**config.mk**
```make
export PLATFORM = sky130hd
export DESIGN_NAME = usb_ep0_core
export DESIGN_NICKNAME = d
export VERILOG_FILES = /design/src/core/usb_ep0_pkg.sv /design/src/core/usb_ep0_ram.sv /design/src/core/usb_ep0_core.sv
export SDC_FILE = /design/constraint.sdc
export NUM_CORES = 1
export LEC_CHECK = 0
export ABC_AREA = 1
export BUFFER_PORTS_ARGS = -buffer_cell sky130_fd_sc_hd__buf_2
export CORE_MARGIN = 5
export CORE_UTILIZATION = 57
export CTS_CLUSTER_DIAMETER = 120
export DETAILED_ROUTE_END_ITERATION = 10
export PLACE_DENSITY = 0.75
export SLEW_MARGIN = 0
export SYNTH_ARGS = -nofsm -noshare
export SYNTH_HDL_FRONTEND = slang
export SYNTH_SLANG_ARGS = --single-unit
```
**constraint.sdc**
```tcl
create_clock -name pclk -period 2.9 [get_ports pclk]
set_input_delay 0.58 -clock pclk [delete_from_list [all_inputs] [get_ports pclk]]
set_output_delay 0.58 -clock pclk [all_outputs]
set_load 0.03 [all_outputs]
```
**src/core/usb_ep0_pkg.sv**
```systemverilog
// Constants shared by the control endpoint buffer and stall logic.
package usb_ep0_pkg;

    // ------------------------------------------------------------------
    // Register map
    // ------------------------------------------------------------------
    localparam int ADDR_W = 8;
    localparam logic [7:0] OFS_IRQ_ENABLE = 8'h00;
    localparam logic [7:0] OFS_IRQ_FLAG = 8'h04;
    localparam logic [7:0] OFS_IRQ_SELECT = 8'h08;
    localparam logic [7:0] OFS_TRIGGER = 8'h0C;
    localparam logic [7:0] OFS_FIFO_CLEAR = 8'h10;
    localparam logic [7:0] OFS_IN_FIFO = 8'h14;
    localparam logic [7:0] OFS_OUT_FIFO = 8'h18;
    localparam logic [7:0] OFS_OUT_SIZE = 8'h1C;
    localparam logic [7:0] OFS_STALL_REQ = 8'h20;

    // ------------------------------------------------------------------
    // Fields and reset values
    // ------------------------------------------------------------------
    localparam int IRQ_SRC_N = 5;
    localparam int BIT_SOF = 4;
    localparam int BIT_SETUP = 3;
    localparam int BIT_OUT_DONE = 2;
    localparam int BIT_IN_REQ = 1;
    localparam int BIT_IN_DONE = 0;
    localparam logic [7:0] IRQ_ENABLE_RESET = 8'h00;
    localparam logic [4:0] IRQ_FLAG_RESET = 5'h00;
    localparam logic [4:0] IRQ_SELECT_RESET = 5'h00;
    localparam int TRIG_IN_COMMIT = 0;
    localparam int TRIG_OUT_FINISH = 1;
    localparam int CLR_IN = 0;
    localparam int CLR_OUT = 1;

    // ------------------------------------------------------------------
    // Buffer sizing
    // ------------------------------------------------------------------
    localparam int FIFO_DEPTH = 16;
    localparam int PTR_W = 5;
    localparam logic [PTR_W-1:0] PTR_FULL = 5'h10;
    localparam logic [PTR_W-1:0] PTR_RESET = 5'h00;

endpackage

```
**src/core/usb_ep0_ram.sv**
```systemverilog
// Small buffer memory with a registered read port.
`timescale 1ns/100ps
`default_nettype none

module usb_ep0_ram #(
    parameter int WIDTH = 8,
    parameter int DEPTH = 16,
    parameter int AW = 4
) (
    input wire logic clk, // Clock.
    input wire logic rst_n, // Asynchronous reset, active low.
    input wire logic we, // Write strobe.
    input wire logic [AW-1:0] waddr, // Write address.
    input wire logic [WIDTH-1:0] wdata, // Write data.
    input wire logic [AW-1:0] raddr, // Read address, data one cycle later.
    output logic [WIDTH-1:0] rdata // Registered read data.
);

    typedef struct packed {
        logic [DEPTH-1:0][WIDTH-1:0] mem;
        logic [WIDTH-1:0] rdata;
    } ram_state_type;

    ram_state_type s;
    ram_state_type next_s;

    always_comb begin
        next_s = s;
        if (we) begin
            next_s.mem[waddr] = wdata;
        end
        next_s.rdata = s.mem[raddr];
    end

    always_ff @(posedge clk or negedge rst_n) begin
        if (!rst_n) begin
            s <= '0;
        end else begin
            s <= next_s;
        end
    end

    assign rdata = s.rdata;

endmodule

`default_nettype wire

```
**src/core/usb_ep0_core.sv**
```systemverilog
// Control endpoint buffers, interrupt enables and stall handling behind APB.
//
// The placing of the registers and the APB slave port were decided locally.
`timescale 1ns/100ps
`default_nettype none

module usb_ep0_core
    import usb_ep0_pkg::*;
#(
    parameter int NUM_EP = 4,
    parameter int EP_W = (NUM_EP > 1) ? $clog2(NUM_EP) : 1
) (
    input wire logic pclk, // Clock, 125 MHz.
    input wire logic presetn, // Asynchronous reset, active low.
    input wire logic [ADDR_W-1:0] paddr, // APB byte address.
    input wire logic psel, // APB select.
    input wire logic penable, // APB access phase.
    input wire logic pwrite, // APB direction, high for write.
    input wire logic [31:0] pwdata, // APB write data.
    output logic [31:0] prdata, // APB read data.
    output logic pready, // APB ready.
    output logic pslverr, // APB error on unmapped address.
    input wire logic sof_seen, // Packet engine saw a start-of-frame.
    input wire logic setup_rcvd, // Packet engine received a setup command.
    input wire logic in_token_req, // Host asked for control IN data.
    input wire logic host_ack, // Host returned ACK to the IN packet.
    input wire logic tx_rd, // Engine takes one IN byte.
    output logic [7:0] tx_data, // IN byte at the read pointer.
    output logic tx_pending, // Committed IN bytes remain to send.
    output logic [PTR_W-1:0] tx_count, // Committed IN packet length.
    input wire logic rx_wr, // Engine delivers one OUT byte.
    input wire logic [7:0] rx_data, // OUT byte.
    input wire logic rx_end_ok, // OUT packet ended without error.
    input wire logic rx_end_err, // OUT packet ended with an error.
    output logic rx_ready, // OUT buffer can take bytes.
    input wire logic txn_valid, // Host transaction arrives.
    input wire logic [EP_W-1:0] txn_ep, // Endpoint of the transaction.
    input wire logic violation, // Host broke the protocol.
    input wire logic [EP_W-1:0] violation_ep, // Endpoint of the violation.
    input wire logic clear_feature, // Host Clear Feature for an endpoint.
    input wire logic [EP_W-1:0] clear_feature_ep, // Endpoint of the Clear Feature.
    output logic stall_reply, // Answer STALL to the transaction.
    output logic accept_reply, // Accept the transaction.
    output logic [1:0] irq_req // Interrupt request lines, by vector.
);

    // ------------------------------------------------------------------
    // State
    // ------------------------------------------------------------------
    typedef struct packed {
        logic [7:0] irq_en;
        logic [IRQ_SRC_N-1:0] flags;
        logic [IRQ_SRC_N-1:0] vsel;
        logic [NUM_EP-1:0] stall_req;
        logic [NUM_EP-1:0] hidden;
        logic [PTR_W-1:0] in_wptr;
        logic [PTR_W-1:0] in_rptr;
        logic [PTR_W-1:0] in_cnt;
        logic in_commit;
        logic tx_pending;
        logic [PTR_W-1:0] out_wptr;
        logic [PTR_W-1:0] out_rptr;
        logic [PTR_W-1:0] out_size;
        logic out_full;
        logic rx_ready;
        logic [31:0] prdata;
        logic pready;
        logic pslverr;
        logic stall_reply;
        logic accept_reply;
        logic [1:0] irq_req;
    } core_state_type;

    core_state_type s;
    core_state_type next_s;
    logic in_we;
    logic out_we;
    logic [7:0] in_rdata;
    logic [7:0] out_rdata;
    logic hit;
    logic done;
    logic wr;
    logic [IRQ_SRC_N-1:0] flag_set;
    logic [IRQ_SRC_N-1:0] flag_clr;

    // ------------------------------------------------------------------
    // Next state
    // ------------------------------------------------------------------
    always_comb begin
        next_s = s;
        next_s.pready = 1'b0;
        next_s.pslverr = 1'b0;
        next_s.stall_reply = 1'b0;
        next_s.accept_reply = 1'b0;
        hit = (paddr == OFS_IRQ_ENABLE) || (paddr == OFS_IRQ_FLAG)
            || (paddr == OFS_IRQ_SELECT) || (paddr == OFS_TRIGGER)
            || (paddr == OFS_FIFO_CLEAR) || (paddr == OFS_IN_FIFO)
            || (paddr == OFS_OUT_FIFO) || (paddr == OFS_OUT_SIZE)
            || (paddr == OFS_STALL_REQ);
        done = psel && penable && s.pready;
        wr = done && pwrite && hit;
        in_we = 1'b0;
        out_we = 1'b0;
        flag_set = '0;
        flag_clr = '0;

        // APB answers one cycle into the access phase, data from a flop.
        if (psel && penable && !s.pready) begin
            next_s.pready = 1'b1;
            next_s.pslverr = !hit;
            next_s.prdata = 32'h0000_0000;
            if (!pwrite) begin
                unique case (paddr)
                    OFS_IRQ_ENABLE: next_s.prdata[7:0] = {3'b000, s.irq_en[4:0]};
                    OFS_IRQ_FLAG: next_s.prdata[IRQ_SRC_N-1:0] = s.flags;
                    OFS_IRQ_SELECT: next_s.prdata[IRQ_SRC_N-1:0] = s.vsel;
                    OFS_OUT_FIFO: next_s.prdata[7:0] = out_rdata;
                    OFS_OUT_SIZE: next_s.prdata[PTR_W-1:0] = s.out_size;
                    OFS_STALL_REQ: next_s.prdata[NUM_EP-1:0] = s.stall_req;
                    // The IN buffer is write only; it reads as zero.
                    default: next_s.prdata = 32'h0000_0000;
                endcase
            end
        end

        // Control registers.
        if (wr && paddr == OFS_IRQ_ENABLE) begin
            next_s.irq_en = {3'b000, pwdata[4:0]};
        end
        if (wr && paddr == OFS_IRQ_SELECT) begin
            next_s.vsel = pwdata[IRQ_SRC_N-1:0];
        end
        if (wr && paddr == OFS_IRQ_FLAG) begin
            flag_clr = pwdata[IRQ_SRC_N-1:0];
        end
        if (wr && paddr == OFS_STALL_REQ) begin
            next_s.stall_req = pwdata[NUM_EP-1:0];
        end

        // IN buffer: filled by software, drained by the packet engine.
        if (wr && paddr == OFS_IN_FIFO && !s.in_commit && s.in_wptr != PTR_FULL) begin
            in_we = 1'b1;
            next_s.in_wptr = s.in_wptr + 5'h01;
        end
        if (wr && paddr == OFS_TRIGGER && pwdata[TRIG_IN_COMMIT] && !s.in_commit) begin
            next_s.in_commit = 1'b1;
            next_s.in_cnt = s.in_wptr;
            next_s.in_rptr = PTR_RESET;
        end
        if (tx_rd && s.tx_pending) begin
            next_s.in_rptr = s.in_rptr + 5'h01;
        end
        if (in_token_req) begin
            flag_set[BIT_IN_REQ] = 1'b1;
        end
        if (host_ack && s.in_commit) begin
            flag_set[BIT_IN_DONE] = 1'b1;
            next_s.in_commit = 1'b0;
            next_s.in_wptr = PTR_RESET;
            next_s.in_rptr = PTR_RESET;
        end
        if (wr && paddr == OFS_FIFO_CLEAR && pwdata[CLR_IN]) begin
            next_s.in_commit = 1'b0;
            next_s.in_wptr = PTR_RESET;
            next_s.in_rptr = PTR_RESET;
            next_s.in_cnt = PTR_RESET;
        end

        // OUT buffer: filled by the packet engine, drained by software.
        if (rx_wr && s.rx_ready) begin
            out_we = 1'b1;
            next_s.out_wptr = s.out_wptr + 5'h01;
        end
        if (rx_end_err && !s.out_full) begin
            next_s.out_wptr = PTR_RESET;
        end
        if (rx_end_ok && !s.out_full) begin
            flag_set[BIT_OUT_DONE] = 1'b1;
            next_s.out_size = (rx_wr && s.rx_ready) ? s.out_wptr + 5'h01 : s.out_wptr;
            next_s.out_full = 1'b1;
            next_s.out_rptr = PTR_RESET;
        end
        if (done && !pwrite && paddr == OFS_OUT_FIFO && s.out_rptr != s.out_wptr) begin
            next_s.out_rptr = s.out_rptr + 5'h01;
        end
        if (wr && paddr == OFS_TRIGGER && pwdata[TRIG_OUT_FINISH]) begin
            next_s.out_full = 1'b0;
            next_s.out_wptr = PTR_RESET;
            next_s.out_rptr = PTR_RESET;
        end
        if (wr && paddr == OFS_FIFO_CLEAR && pwdata[CLR_OUT]) begin
            next_s.out_full = 1'b0;
            next_s.out_wptr = PTR_RESET;
            next_s.out_rptr = PTR_RESET;
            next_s.out_size = PTR_RESET;
        end
        next_s.tx_pending = next_s.in_commit && (next_s.in_rptr != next_s.in_cnt);
        next_s.rx_ready = !next_s.out_full && (next_s.out_wptr != PTR_FULL);

        // Flags: a hardware set wins over a software clear in the same cycle.
        flag_set[BIT_SOF] = sof_seen;
        flag_set[BIT_SETUP] = setup_rcvd;
        next_s.flags = (s.flags & ~flag_clr) | flag_set;
        next_s.irq_req[0] = |(next_s.flags & next_s.irq_en[4:0] & ~next_s.vsel);
        next_s.irq_req[1] = |(next_s.flags & next_s.irq_en[4:0] & next_s.vsel);

        // Hidden stall bits: clears first, so a set in the same cycle wins.
        if (clear_feature) begin
            next_s.hidden[clear_feature_ep] = 1'b0;
        end
        if (setup_rcvd) begin
            next_s.hidden[0] = 1'b0;
        end
        if (violation) begin
            next_s.hidden[violation_ep] = 1'b1;
        end
        if (txn_valid) begin
            if (s.hidden[txn_ep] || s.stall_req[txn_ep]) begin
                next_s.hidden[txn_ep] = 1'b1;
                next_s.stall_reply = 1'b1;
            end else begin
                next_s.accept_reply = 1'b1;
            end
        end
    end

    always_ff @(posedge pclk or negedge presetn) begin
        if (!presetn) begin
            s <= '0;
            s.irq_en <= IRQ_ENABLE_RESET;
            s.flags <= IRQ_FLAG_RESET;
            s.vsel <= IRQ_SELECT_RESET;
            s.rx_ready <= 1'b1;
        end else begin
            s <= next_s;
        end
    end

    // ------------------------------------------------------------------
    // Buffer memories
    // ------------------------------------------------------------------
    usb_ep0_ram #(.WIDTH(8), .DEPTH(FIFO_DEPTH), .AW(PTR_W - 1)) in_ram (
        .clk(pclk),
        .rst_n(presetn),
        .we(in_we),
        .waddr(s.in_wptr[PTR_W-2:0]),
        .wdata(pwdata[7:0]),
        .raddr(next_s.in_rptr[PTR_W-2:0]),
        .rdata(in_rdata)
    );

    usb_ep0_ram #(.WIDTH(8), .DEPTH(FIFO_DEPTH), .AW(PTR_W - 1)) out_ram (
        .clk(pclk),
        .rst_n(presetn),
        .we(out_we),
        .waddr(s.out_wptr[PTR_W-2:0]),
        .wdata(rx_data),
        .raddr(next_s.out_rptr[PTR_W-2:0]),
        .rdata(out_rdata)
    );

    assign prdata = s.prdata;
    assign pready = s.pready;
    assign pslverr = s.pslverr;
    assign tx_data = in_rdata;
    assign tx_pending = s.tx_pending;
    assign tx_count = s.in_cnt;
    assign rx_ready = s.rx_ready;
    assign stall_reply = s.stall_reply;
    assign accept_reply = s.accept_reply;
    assign irq_req = s.irq_req;
endmodule

`default_nettype wire

```
==> out/qor.txt, run 1 <==
Startpoint of the most critical setup path: s[52]
Clock edge transition at the registers on the reported setup and hold paths: 0.06 ns
Core Footprint: 29700 sq um
Routed WL: 43700 um
Non-filler instance count after layout: 2622
Reported leakage power: 9.48 nW
Chip Width: 184 um
Clk buf depth: 3
Maximum number of pins on one net before global-route repair: 75
Async set-reset flop share out of synthesis: 100%
Setup repair after global routing missed its margin: no
Wire length of the first global-routing pass: 72100 um
Multi-input combinational cell area: 6830 sq um
Sum of overflow across all layers after global routing: 0
Transition time at the pin with the least slew margin: 0.617 ns
WP data required: 3.27 ns
Average cell area after synthesis: 7.98 sq um
Via Count: 14500
Number of I/O port buffers: 74
Crit path capture type: flip-flop
Detailed Route Iter0 Violations: 1451
Area grow syn2layout: 11.0%
Total of max-cap violations: 0
ANT nets after route: 0
Total Nets Final: 2283
Resize count post-CTS: 0
Area post-placement: 17800 sq um
Total standard cell area after synthesis: 17200 sq um
Cell total after placement: 2553
Layout Skew: 0.0187 ns
Outcome: complete, no violations
Skew-Pair Late Insertion Delay: 0.52 ns
Number of placed I/O pins: 123
Full die area: 33700 sq um
Maximum fanout along the worst path: 17
Final period util: 89.7%
Post-detailed-route DRC marker count: 0
Reg2reg end: out_ram.rdata[1]
Maximum clock frequency: 385 MHz
Routed WL per cell: 16.6 um
Number of buffers created by CTS: 38
Top layer used by detailed routing: met4
Yosys warns: 0
Root buf cell: clkbuf_16
Category of the most critical setup path: flip-flop to flip-flop
Critical R2R Launch: s[52]
Clock tree from TritonCTS: built
Cell type with the highest aggregate area in the netlist: dfrtp_1
Top post-synthesis cells by area: dfrtp_1 (50%), nand2_1 (13%), o21ai_0 (8.5%)
Worst path arrival time: 2.97 ns
Proportion of synthesized chip area in sequential cells: 49.9%
Die Y-Extent: 184 um
Internal reg-to-reg setup slack: 0.30 ns
Max-slew violation count: 0
Final Hold Viols: 0
P per Cell Area: 633 nW/um^2
Starting density of the core: 57.9%
Startpoint Class: flip-flop
Diodes inserted: 0
R2r worst-path depth: 14
Proportion of layout cells with a drive suffix above 1: 10.9%
CTS HTree Levels: 2
Hold buffers post-CTS: 0
Area of all sequential standard cells: 8580 sq um
Setup repair bufs after CTS: 0
Maximum vdd ir drop: 466 uV
Library cell with the highest instance count after synthesis: nand2_1
Final setup violation count: 0
Post-route met1 wirelength: 19200 um
Max_slew headroom: 58.8%
Routed length on met3: 3220 um
Filler Cells Inserted: 2489
Number of antenna violations at the first check in global routing: 0
Final GP Congestion: 0.896
Hold crit path type: input pin to asynchronous set/reset pin
Number of register bits inferred by synthesis: 343
Total negative setup slack: 0 ns
Count of flip-flops with a built-in enable after synthesis: 0
Via count of the first global-routing pass: 14000
Number of standard cells after synthesis: 2155
Routed length on met2: 20200 um
Library cells used by synthesis: 45
Vias per Instance: 5.52
DP Wirelength: 28900 um
Proportion of netlist area held by the largest area contributor: 49.8%
Final worst path period need: 2.60 ns
Sinks on Clock Net: 343
End-of-flow core utilization: 64.2%
Total global-route track usage: 26.1%
Commonest register cell after synthesis: dfrtp_1
Most numerous cell types in the synthesized netlist: nand2_1 (583), dfrtp_1 (342), o21ai_0 (292)
First-pass detailed-route iteration total: 5
Final non-filler cell area: 19100 sq um
Number of rows created at floorplan: 63
[how the worst max path moves through the flow]
stage,slack (ns),endpoint
floorplan,0.60,in_ram.rdata[5]
global placement,0.07,out_ram.rdata[2]
detailed placement,0.01,out_ram.rdata[5]
CTS,0.33,out_ram.rdata[0]
global route,0.09,out_ram.rdata[0]
finish,0.30,out_ram.rdata[1]
[per-layer routing]
layer / global-route usage [%] / vias up
li1: - / 6949
met1: 37.0 / 6908
met2: 42.4 / 535
met3: 3.58 / 87
met4: 7.48 / 0
met5: 0 / -
[through the flow]
| stage | setup WS, ns | total power [mW] | hold slack, ns |
|---|---|---|---|
| floorplan | 0.597 | 6.74 | 0.284 |
| global placement | 0.0698 | 7.33 | 0.443 |
| detailed placement | 0.0132 | 7.38 | 0.457 |
| CTS | 0.329 | 12.1 | 0.0585 |
| global route | 0.0880 | 12.6 | 0.0749 |
| finish | 0.300 | 12.1 | 0.0304 |
[power by group]
part	internal, mW	total (mW)	switching, mW
combinational	0.735	2.37	1.64
sequential	4.89	4.94	0.0485
clock	2.83	4.77	1.93
[cells in the final DEF (no fill, tap or decap), drive strengths merged]
cell and instances:
a21oi 9, a221oi 5, a22o 1, a31oi 3, a32o 3, and3 1
buf 136, bufinv 1, clkbuf 59, clkinv 9, clkinvlp 1, conb 24
dfrtp 342, dfstp 1, ha 10, inv 252, nand2 599, nand3 246
nand3b 82, nand4 5, nor2 101, nor3 4, nor3b 1, nor4 3
o2111ai 3, o211ai 1, o21a 1, o21ai 316, o21bai 1, o31ai 2
xnor2 4, xor2 6
[critical path, stage by stage (launching register included)]
cell     delay, ns
dfrtp_1       0.47
inv_1         0.19
nor2_1        0.06
nor3_1        0.17
nand4_1       0.15
nand3_1       0.15
nand2_4       0.06
inv_2         0.06
nand2_2       0.10
inv_1         0.48
nand2_1       0.11
nand3_1       0.11
nand3_1       0.07
nand3_1       0.14
nand2_1       0.13
[kinds of logic after synthesis]
| group | count (synthesis) | synth area share (%) |
|---|---|---|
| AO/OA/AOI/OAI | 345 | 10.4 |
| buffers and inverters | 404 | 10.8 |
| flip-flops | 343 | 49.9 |
| adder cells (fa/ha/maj) | 10 | 0.728 |
| XOR/XNOR | 10 | 0.509 |
| other | 1 | 0.0218 |
| AND/OR/NAND/NOR | 1042 | 27.5 |
[layout make-up]
cell class | instances | share of cell area [%]
Timing Repair Buffer | 136 | 5.09
Tap cell | 390 | 2.56
Clock inverter | 10 | 0.544
Multi-Input combinational cell | 1431 | 35.8
Inverter | 253 | 4.98
Sequential cell | 343 | 45.0
Clock buffer | 59 | 6.03
[registers in the layout, indices dropped and copies added, names as in the netlist]
register / flops
s: 50
stall_reply: 1
prdata: 8
out_ram.s: 128
out_ram.rdata: 8
irq_req: 2
pslverr: 1
rx_ready: 1
in_ram.rdata: 8
tx_count: 5
pready: 1
tx_pending: 1
in_ram.s: 128
accept_reply: 1
Note: power is estimated with default switching activity, not from simulation.
==> run 2, diff against run 1 <==
CELL_PAD_IN_SITES_DETAIL_PLACEMENT = 1   (was unset)
CELL_PAD_IN_SITES_GLOBAL_PLACEMENT = 2   (was unset)
CORE_UTILIZATION = 36   (was 57)
PLACE_DENSITY = 0.78   (was 0.75)
==> run 2 against run 1 <==
Net effect:
- the run now ends with negative hold slack left
- combinational power is 6% higher
- die area is 55% higher
- register-to-register slack better by 0.07 ns
==> out/qor.txt, run 2 (synthesized netlist as in run 1, its figures left out) <==
Outcome: finished, violations left (was complete, no violations)
Failing checks: negative hold slack
Reported leakage power: 9.71 nW (was 9.48 nW)
Final GP Congestion: 0.812 (was 0.896)
Highest-count cells in the layout ignoring fill and taps: nand2_1 (582), dfrtp_1 (342), o21ai_0 (292), inv_1 (243), nand3_1 (243) (unchanged)
Commonest non-fill, non-tap cell in the layout: nand2_1 (unchanged)
Routed WL per cell: 17.8 um (was 16.6 um)
Maximum single-stage delay on the critical path: 0.39 ns (was 0.48 ns)
Internal reg-to-reg setup slack: 0.37 ns (was 0.30 ns)
Core Footprint: 47400 sq um (was 29700 sq um)
Wire length of the first global-routing pass: 83500 um (was 72100 um)
Area of all sequential standard cells: 8580 sq um (unchanged)
Setup repair bufs after CTS: 0 (unchanged)
Via count of the first global-routing pass: 15000 (was 14000)
Clock share of power: 40.6% (was 39.5%)
Sinks on Clock Net: 343 (unchanged)
Sum of overflow across all layers after global routing: 0 (unchanged)
P per Cell Area: 637 nW/um^2 (was 633 nW/um^2)
Internal power component: 8.74 mW (was 8.46 mW)
Proportion of layout cells with a drive suffix above 1: 12.4% (was 10.9%)
Hold crit path type: input pin to asynchronous set/reset pin (unchanged)
Die Y-Extent: 229 um (was 184 um)
Number of antenna violations at the first check in global routing: 0 (unchanged)
Resize count post-CTS: 0 (unchanged)
Number of I/O port buffers: 74 (unchanged)
Maximum number of pins on one net before global-route repair: 88 (was 75)
Total of max-cap violations: 0 (unchanged)
Startpoint Class: flip-flop (unchanged)
Setup slack after layout: 0.369 ns (was 0.300 ns)
Area grow syn2layout: 15.0% (was 11.0%)
DP Wirelength: 35800 um (was 28900 um)
Max_slew headroom: 45.0% (was 58.8%)
Largest delay share family, worst path: simple AND/OR/NAND/NOR gates (unchanged)
Routed WL: 51300 um (was 43700 um)
WP data required: 3.33 ns (was 3.27 ns)
Post-detailed-route DRC marker count: 0 (unchanged)
End-of-flow core utilization: 41.7% (was 64.2%)
Number of buffers created by CTS: 42 (was 38)
Switching share of total power: 30.6% (was 30.0%)
Skew-Pair Late Insertion Delay: 0.57 ns (was 0.52 ns)
ANT nets after route: 0 (unchanged)
Multi-input combinational cell area: 6830 sq um (unchanged)
Buffer and inverter count on the worst path: 4 (was 3)
Total Nets Final: 2317 (was 2283)
Pre-CTS WS: -0.0914 ns (was 0.0132 ns)
Number of rows created at floorplan: 80 (was 63)
Crit path capture type: flip-flop (unchanged)
First-pass detailed-route iteration total: 5 (unchanged)
Maximum clock frequency: 395 MHz (was 385 MHz)
Vias per Instance: 4.93 (was 5.52)
Hold buffers post-CTS: 0 (unchanged)
Clk buf depth: 3 (unchanged)
Full die area: 52200 sq um (was 33700 sq um)
Worst path arrival time: 2.97 ns (about the same)
Starting density of the core: 36.2% (was 57.9%)
Category of the most critical setup path: flip-flop to flip-flop (unchanged)
Final Hold Viols: 2 (was 0)
Register share of total power: 39.4% (was 40.9%)
Diodes inserted: 0 (unchanged)
Final period util: 87.3% (was 89.7%)
Setup repair after global routing missed its margin: no (unchanged)
Via Count: 14200 (was 14500)
Worst path cell trace: nand3_1 > nor2_1 > nand2_1 > inv_2 > nand2_2 > nand2_1 > nand2_1 > buf_4 > nand2_4 > inv_2 > buf_4 > nand3_1 > nand3_1 > nand3_1 > nand2_1 (was inv_1 > nor2_1 > nor3_1 > nand4_1 > nand3_1 > nand2_4 > inv_2 > nand2_2 > inv_1 > nand2_1 > nand3_1 > nand3_1 > nand3_1 > nand2_1)
Transition time at the pin with the least slew margin: 0.825 ns (was 0.617 ns)
Maximum vdd ir drop: 326 uV (was 466 uV)
Layout Skew: 0.0212 ns (was 0.0187 ns)
Maximum fanout along the worst path: 10 (was 17)
Hold slack: -0.0152 ns (was 0.0304 ns)
Detailed Route Iter0 Violations: 753 (was 1451)
Root buf cell: clkbuf_16 (unchanged)
Chip Width: 229 um (was 184 um)
Gate power share: 20.0% (was 19.6%)
Clock edge transition at the registers on the reported setup and hold paths: 0.06 ns (about the same)
Cell with the largest stage delay on the worst path: nor2_1 (was inv_1)
Leading registers by flop count: in_ram.s (128), out_ram.s (128), s (50) (unchanged)
Final setup violation count: 0 (unchanged)
Total global-route track usage: 19.6% (was 26.1%)
Clock tree from TritonCTS: built (unchanged)
Max-slew violation count: 0 (unchanged)
Filler Cells Inserted: 5755 (was 2489)
P_sw: 3.86 mW (was 3.62 mW)
Number of placed I/O pins: 123 (unchanged)
Final worst path period need: 2.53 ns (was 2.60 ns)
CTS HTree Levels: 2 (unchanged)
-- run 2: worst register-to-register path, stage by stage (launching register included) --
cell	delay, ns
dfrtp_1	0.36
nand3_1	0.11
nor2_1	0.39
nand2_1	0.13
inv_2	0.08
nand2_2	0.05
nand2_1	0.07
nand2_1	0.15
buf_4	0.21
nand2_4	0.11
inv_2	0.13
buf_4	0.17
nand3_1	0.11
nand3_1	0.13
nand3_1	0.12
nand2_1	0.09
-- run 2: power groups by stage --
| stage | Sequential [mW] | Combinational, mW | Clock, mW |
|---|---|---|---|
| after floorplan | 5.03 | 1.72 | 0 |
| after global placement | 5.05 | 2.52 | 0 |
| after detailed placement | 5.05 | 2.55 | 0 |
| after CTS | 4.97 | 2.56 | 5.28 |
| after global routing | 4.97 | 2.81 | 5.47 |
| final | 4.97 | 2.52 | 5.11 |
-- run 2: routing by layer --
metal | GRT usage, % | vias to the layer above | part of all wire, %
met5 | 0 | - | 0
met4 | 4.31 | 0 | 1.8
met3 | 2.41 | 57 | 2.2
met2 | 34.5 | 135 | 50
met1 | 26.1 | 7022 | 46
li1 | - | 6998 | -
-- run 2: final cells by class --
cell class              count  share of cell area [%]
well taps                 615                    3.89
multi-input cells        1431                    34.5
flip-flops and latches    343                    43.4
inverters                 253                    4.80
repair buffers            166                    6.55
clock inverters             8                   0.310
clock buffers              64                    6.49
-- run 2: per-stage QoR --
stage	instances	setup TNS [ns]	hold slack, ns	cell area [sq um]	total power, mW
2_1_floorplan	2178	0	0.284	17300	6.74
3_3_place_gp	2808	-0.0960	0.451	18400	7.57
3_5_place_dp	2808	-0.641	0.463	18400	7.60
4_1_cts	2880	0	0.0632	19800	12.8
5_1_grt	2880	0	0.0330	19800	13.3
6_report	2880	0	-0.0152	19800	12.6
-- run 2: worst paths after layout --
| path | from | to | depth (start not counted) |
|---|---|---|---|
| min | presetn | stall_reply | 1 |
| max reg2reg | pready | out_ram.rdata[7] | 15 |
| min in group pclk | penable | pready | 3 |
| max in group asynchronous | presetn | out_ram.s[69] | 2 |
| min reg2reg | pready | pready | 1 |
| max | pready | out_ram.rdata[7] | 15 |
==> run 3, diff against run 2 <==
CORE_UTILIZATION = 30   (was 36)
PLACE_DENSITY = 0.67   (was 0.78)
==> run 3 against run 2 <==
Net effect:
- the flow now finishes without violations
- routed wire length up 6.9%
- sequential share of layout area down 0.51 points
- non-clock buffer count rose by 13
- count of clock-buffer cells in the layout decreased by 2
- via count up 0.49%
- highest routed layer unchanged
- clock power is essentially flat
- cell count grew 5.4%
- clock skew shrank 0.0090 ns
- global-route usage fell by 2.1 points
- hold slack better by 0.27 ns
- maximum frequency fell by 0.93%
- total power rose by 0.47%
==> out/qor.txt, run 3 (synthesized netlist as in run 1, its figures left out) <==
Register share of total power: 39.1% (was 39.4%)
Resize count post-CTS: 0 (unchanged)
Number of buffers created by CTS: 43 (was 42)
Final GP Congestion: 0.764 (was 0.812)
Number of I/O port buffers: 74 (unchanged)
Area post-placement: 18700 sq um (was 18400 sq um)
Final Hold Viols: 0 (was 2)
DP Wirelength: 37500 um (was 35800 um)
Core Footprint: 56600 sq um (was 47400 sq um)
Total global-route track usage: 17.5% (was 19.6%)
Worst path cell trace: nand3_1 > nor2_1 > nand3_2 > nand2_1 > nand2_1 > nand2_2 > buf_4 > nand2_1 > nand3_1 > nand3_1 > nand3_1 > nand2_1 (was nand3_1 > nor2_1 > nand2_1 > inv_2 > nand2_2 > nand2_1 > nand2_1 > buf_4 > nand2_4 > inv_2 > buf_4 > nand3_1 > nand3_1 > nand3_1 > nand2_1)
Hold buffers post-CTS: 1 (was 0)
Commonest non-fill, non-tap cell in the layout: nand2_1 (unchanged)
Outcome: complete, no violations (was finished, violations left)
Final non-filler cell area: 20000 sq um (was 19800 sq um)
Clock share of power: 40.6% (about the same)
Maximum clock frequency: 391 MHz (was 395 MHz)
Maximum number of pins on one net before global-route repair: 73 (was 88)
Starting density of the core: 30.4% (was 36.2%)
Setup repair after global routing missed its margin: no (unchanged)
Root buf cell: clkbuf_16 (unchanged)
Category of the most critical setup path: flip-flop to flip-flop (unchanged)
Clock edge transition at the registers on the reported setup and hold paths: 0.06 ns (about the same)
Startpoint Class: flip-flop (unchanged)
CTS HTree Levels: 2 (unchanged)
Clock tree from TritonCTS: built (unchanged)
P per Cell Area: 632 nW/um^2 (was 637 nW/um^2)
Final setup violation count: 0 (unchanged)
Final worst path period need: 2.55 ns (was 2.53 ns)
Detailed Route Iter0 Violations: 637 (was 753)
Worst path arrival time: 2.99 ns (was 2.97 ns)
Maximum fanout along the worst path: 19 (was 10)
Internal power component: 8.70 mW (was 8.74 mW)
Sum of overflow across all layers after global routing: 0 (unchanged)
Highest-count cells in the layout ignoring fill and taps: nand2_1 (582), dfrtp_1 (342), o21ai_0 (292), inv_1 (243), nand3_1 (243) (unchanged)
Leading registers by flop count: in_ram.s (128), out_ram.s (128), s (50) (unchanged)
Hold slack: 0.253 ns (was -0.0152 ns)
Skew-Pair Late Insertion Delay: 0.57 ns (about the same)
Routed WL: 54900 um (was 51300 um)
Maximum single-stage delay on the critical path: 0.36 ns (was 0.39 ns)
Vias per Instance: 4.70 (was 4.93)
Transition time at the pin with the least slew margin: 0.698 ns (was 0.825 ns)
ANT nets after route: 0 (unchanged)
Via Count: 14300 (was 14200)
Setup repair bufs after CTS: 0 (unchanged)
Number of placed I/O pins: 123 (unchanged)
Layout Skew: 0.0122 ns (was 0.0212 ns)
Reported leakage power: 9.75 nW (was 9.71 nW)
Area grow syn2layout: 16.4% (was 15.0%)
Clk buf depth: 3 (unchanged)
Number of antenna violations at the first check in global routing: 0 (unchanged)
Total Nets Final: 2331 (was 2317)
Final period util: 88.1% (was 87.3%)
Maximum vdd ir drop: 383 uV (was 326 uV)
First-pass detailed-route iteration total: 5 (unchanged)
Wire length of the first global-routing pass: 87700 um (was 83500 um)
Full die area: 62200 sq um (was 52200 sq um)
Switching share of total power: 31.3% (was 30.6%)
Die Y-Extent: 249 um (was 229 um)
Sinks on Clock Net: 343 (unchanged)
P_sw: 3.96 mW (was 3.86 mW)
Chip Width: 249 um (was 229 um)
Routed WL per cell: 18.1 um (was 17.8 um)
Via count of the first global-routing pass: 15000 (about the same)
Max_slew headroom: 53.4% (was 45.0%)
Proportion of layout cells with a drive suffix above 1: 12.6% (was 12.4%)
Max-slew violation count: 0 (unchanged)
Cell with the largest stage delay on the worst path: dfrtp_1 (was nor2_1)
WP data required: 3.33 ns (about the same)
Post-detailed-route DRC marker count: 0 (unchanged)
Crit path capture type: flip-flop (unchanged)
Number of rows created at floorplan: 87 (was 80)
Hold crit path type: input pin to flip-flop (was input pin to asynchronous set/reset pin)
Gate power share: 20.4% (was 20.0%)
Total of max-cap violations: 0 (unchanged)
==> run 3: cell types whose count changed in the layout (fill, tap and decap cells not counted), moves of 2 or more <==
cell / previous run / this run
buf_4: 74 / 87
clkinv_2: 4 / 6
clkbuf_1: 7 / 12
clkbuf_8: 15 / 7
==> run 3: final timing paths <==
check	slack, ns	cells past startpoint	start	to
worst max-delay path	0.35	12	pready	out_ram.rdata[3]
worst min-delay path	0.25	3	penable	pready
worst max register to register	0.35	12	pready	out_ram.rdata[3]
worst min register to register	0.46	1	pready	pready
max in group asynchronous	1.41	3	presetn	in_ram.s[13]
min in group asynchronous	0.59	2	presetn	stall_reply
==> run 3: final cells by class <==
type	instances	area, sq um
Antenna cell	1	2.50
Sequential cell	343	8580
Inverter	253	950
Multi-Input combinational cell	1431	6830
Fill cell	6886	36600
Clock inverter	11	97.6
Timing Repair Buffer	179	1380
Tap cell	756	946
Clock buffer	62	1220
==> run 3: critical path, delay by kind of cell (launching register included) <==
family                 cells  cell delay (ns)
buffers and inverters      1             0.28
DFF                        1             0.36
and+or+nand+nor           11             1.76
==> run 3: per-stage QoR <==
stage	utilization, %	setup TNS [ns]	std cells	setup WS, ns	power (mW)
6_report	35.4	0	3036	0.345	12.7
3_5_place_dp	33.0	-1.12	2961	-0.123	7.67
5_1_grt	35.4	0	3035	0.0630	13.4
3_3_place_gp	33.0	-0.583	2961	-0.0808	7.65
2_1_floorplan	-	0	2178	0.597	6.74
4_1_cts	35.4	0	3035	0.340	12.9
==> run 3: power groups by stage <==
stage / clock, mW / combinational, mW / sequential [mW]
2_1_floorplan: 0 / 1.72 / 5.03
3_3_place_gp: 0 / 2.62 / 5.03
3_5_place_dp: 0 / 2.64 / 5.03
4_1_cts: 5.33 / 2.65 / 4.95
5_1_grt: 5.52 / 2.88 / 4.95
6_report: 5.14 / 2.58 / 4.94
==> run 3: per-layer routing <==
layer  vias up  wire [um]  global-route usage (%)
met4         0       1040                    3.90
met5         -          0                       0
met2       144      27000                    30.5
met1      7050      25700                    23.6
met3        62       1160                    1.87
li1       7026          -                       -
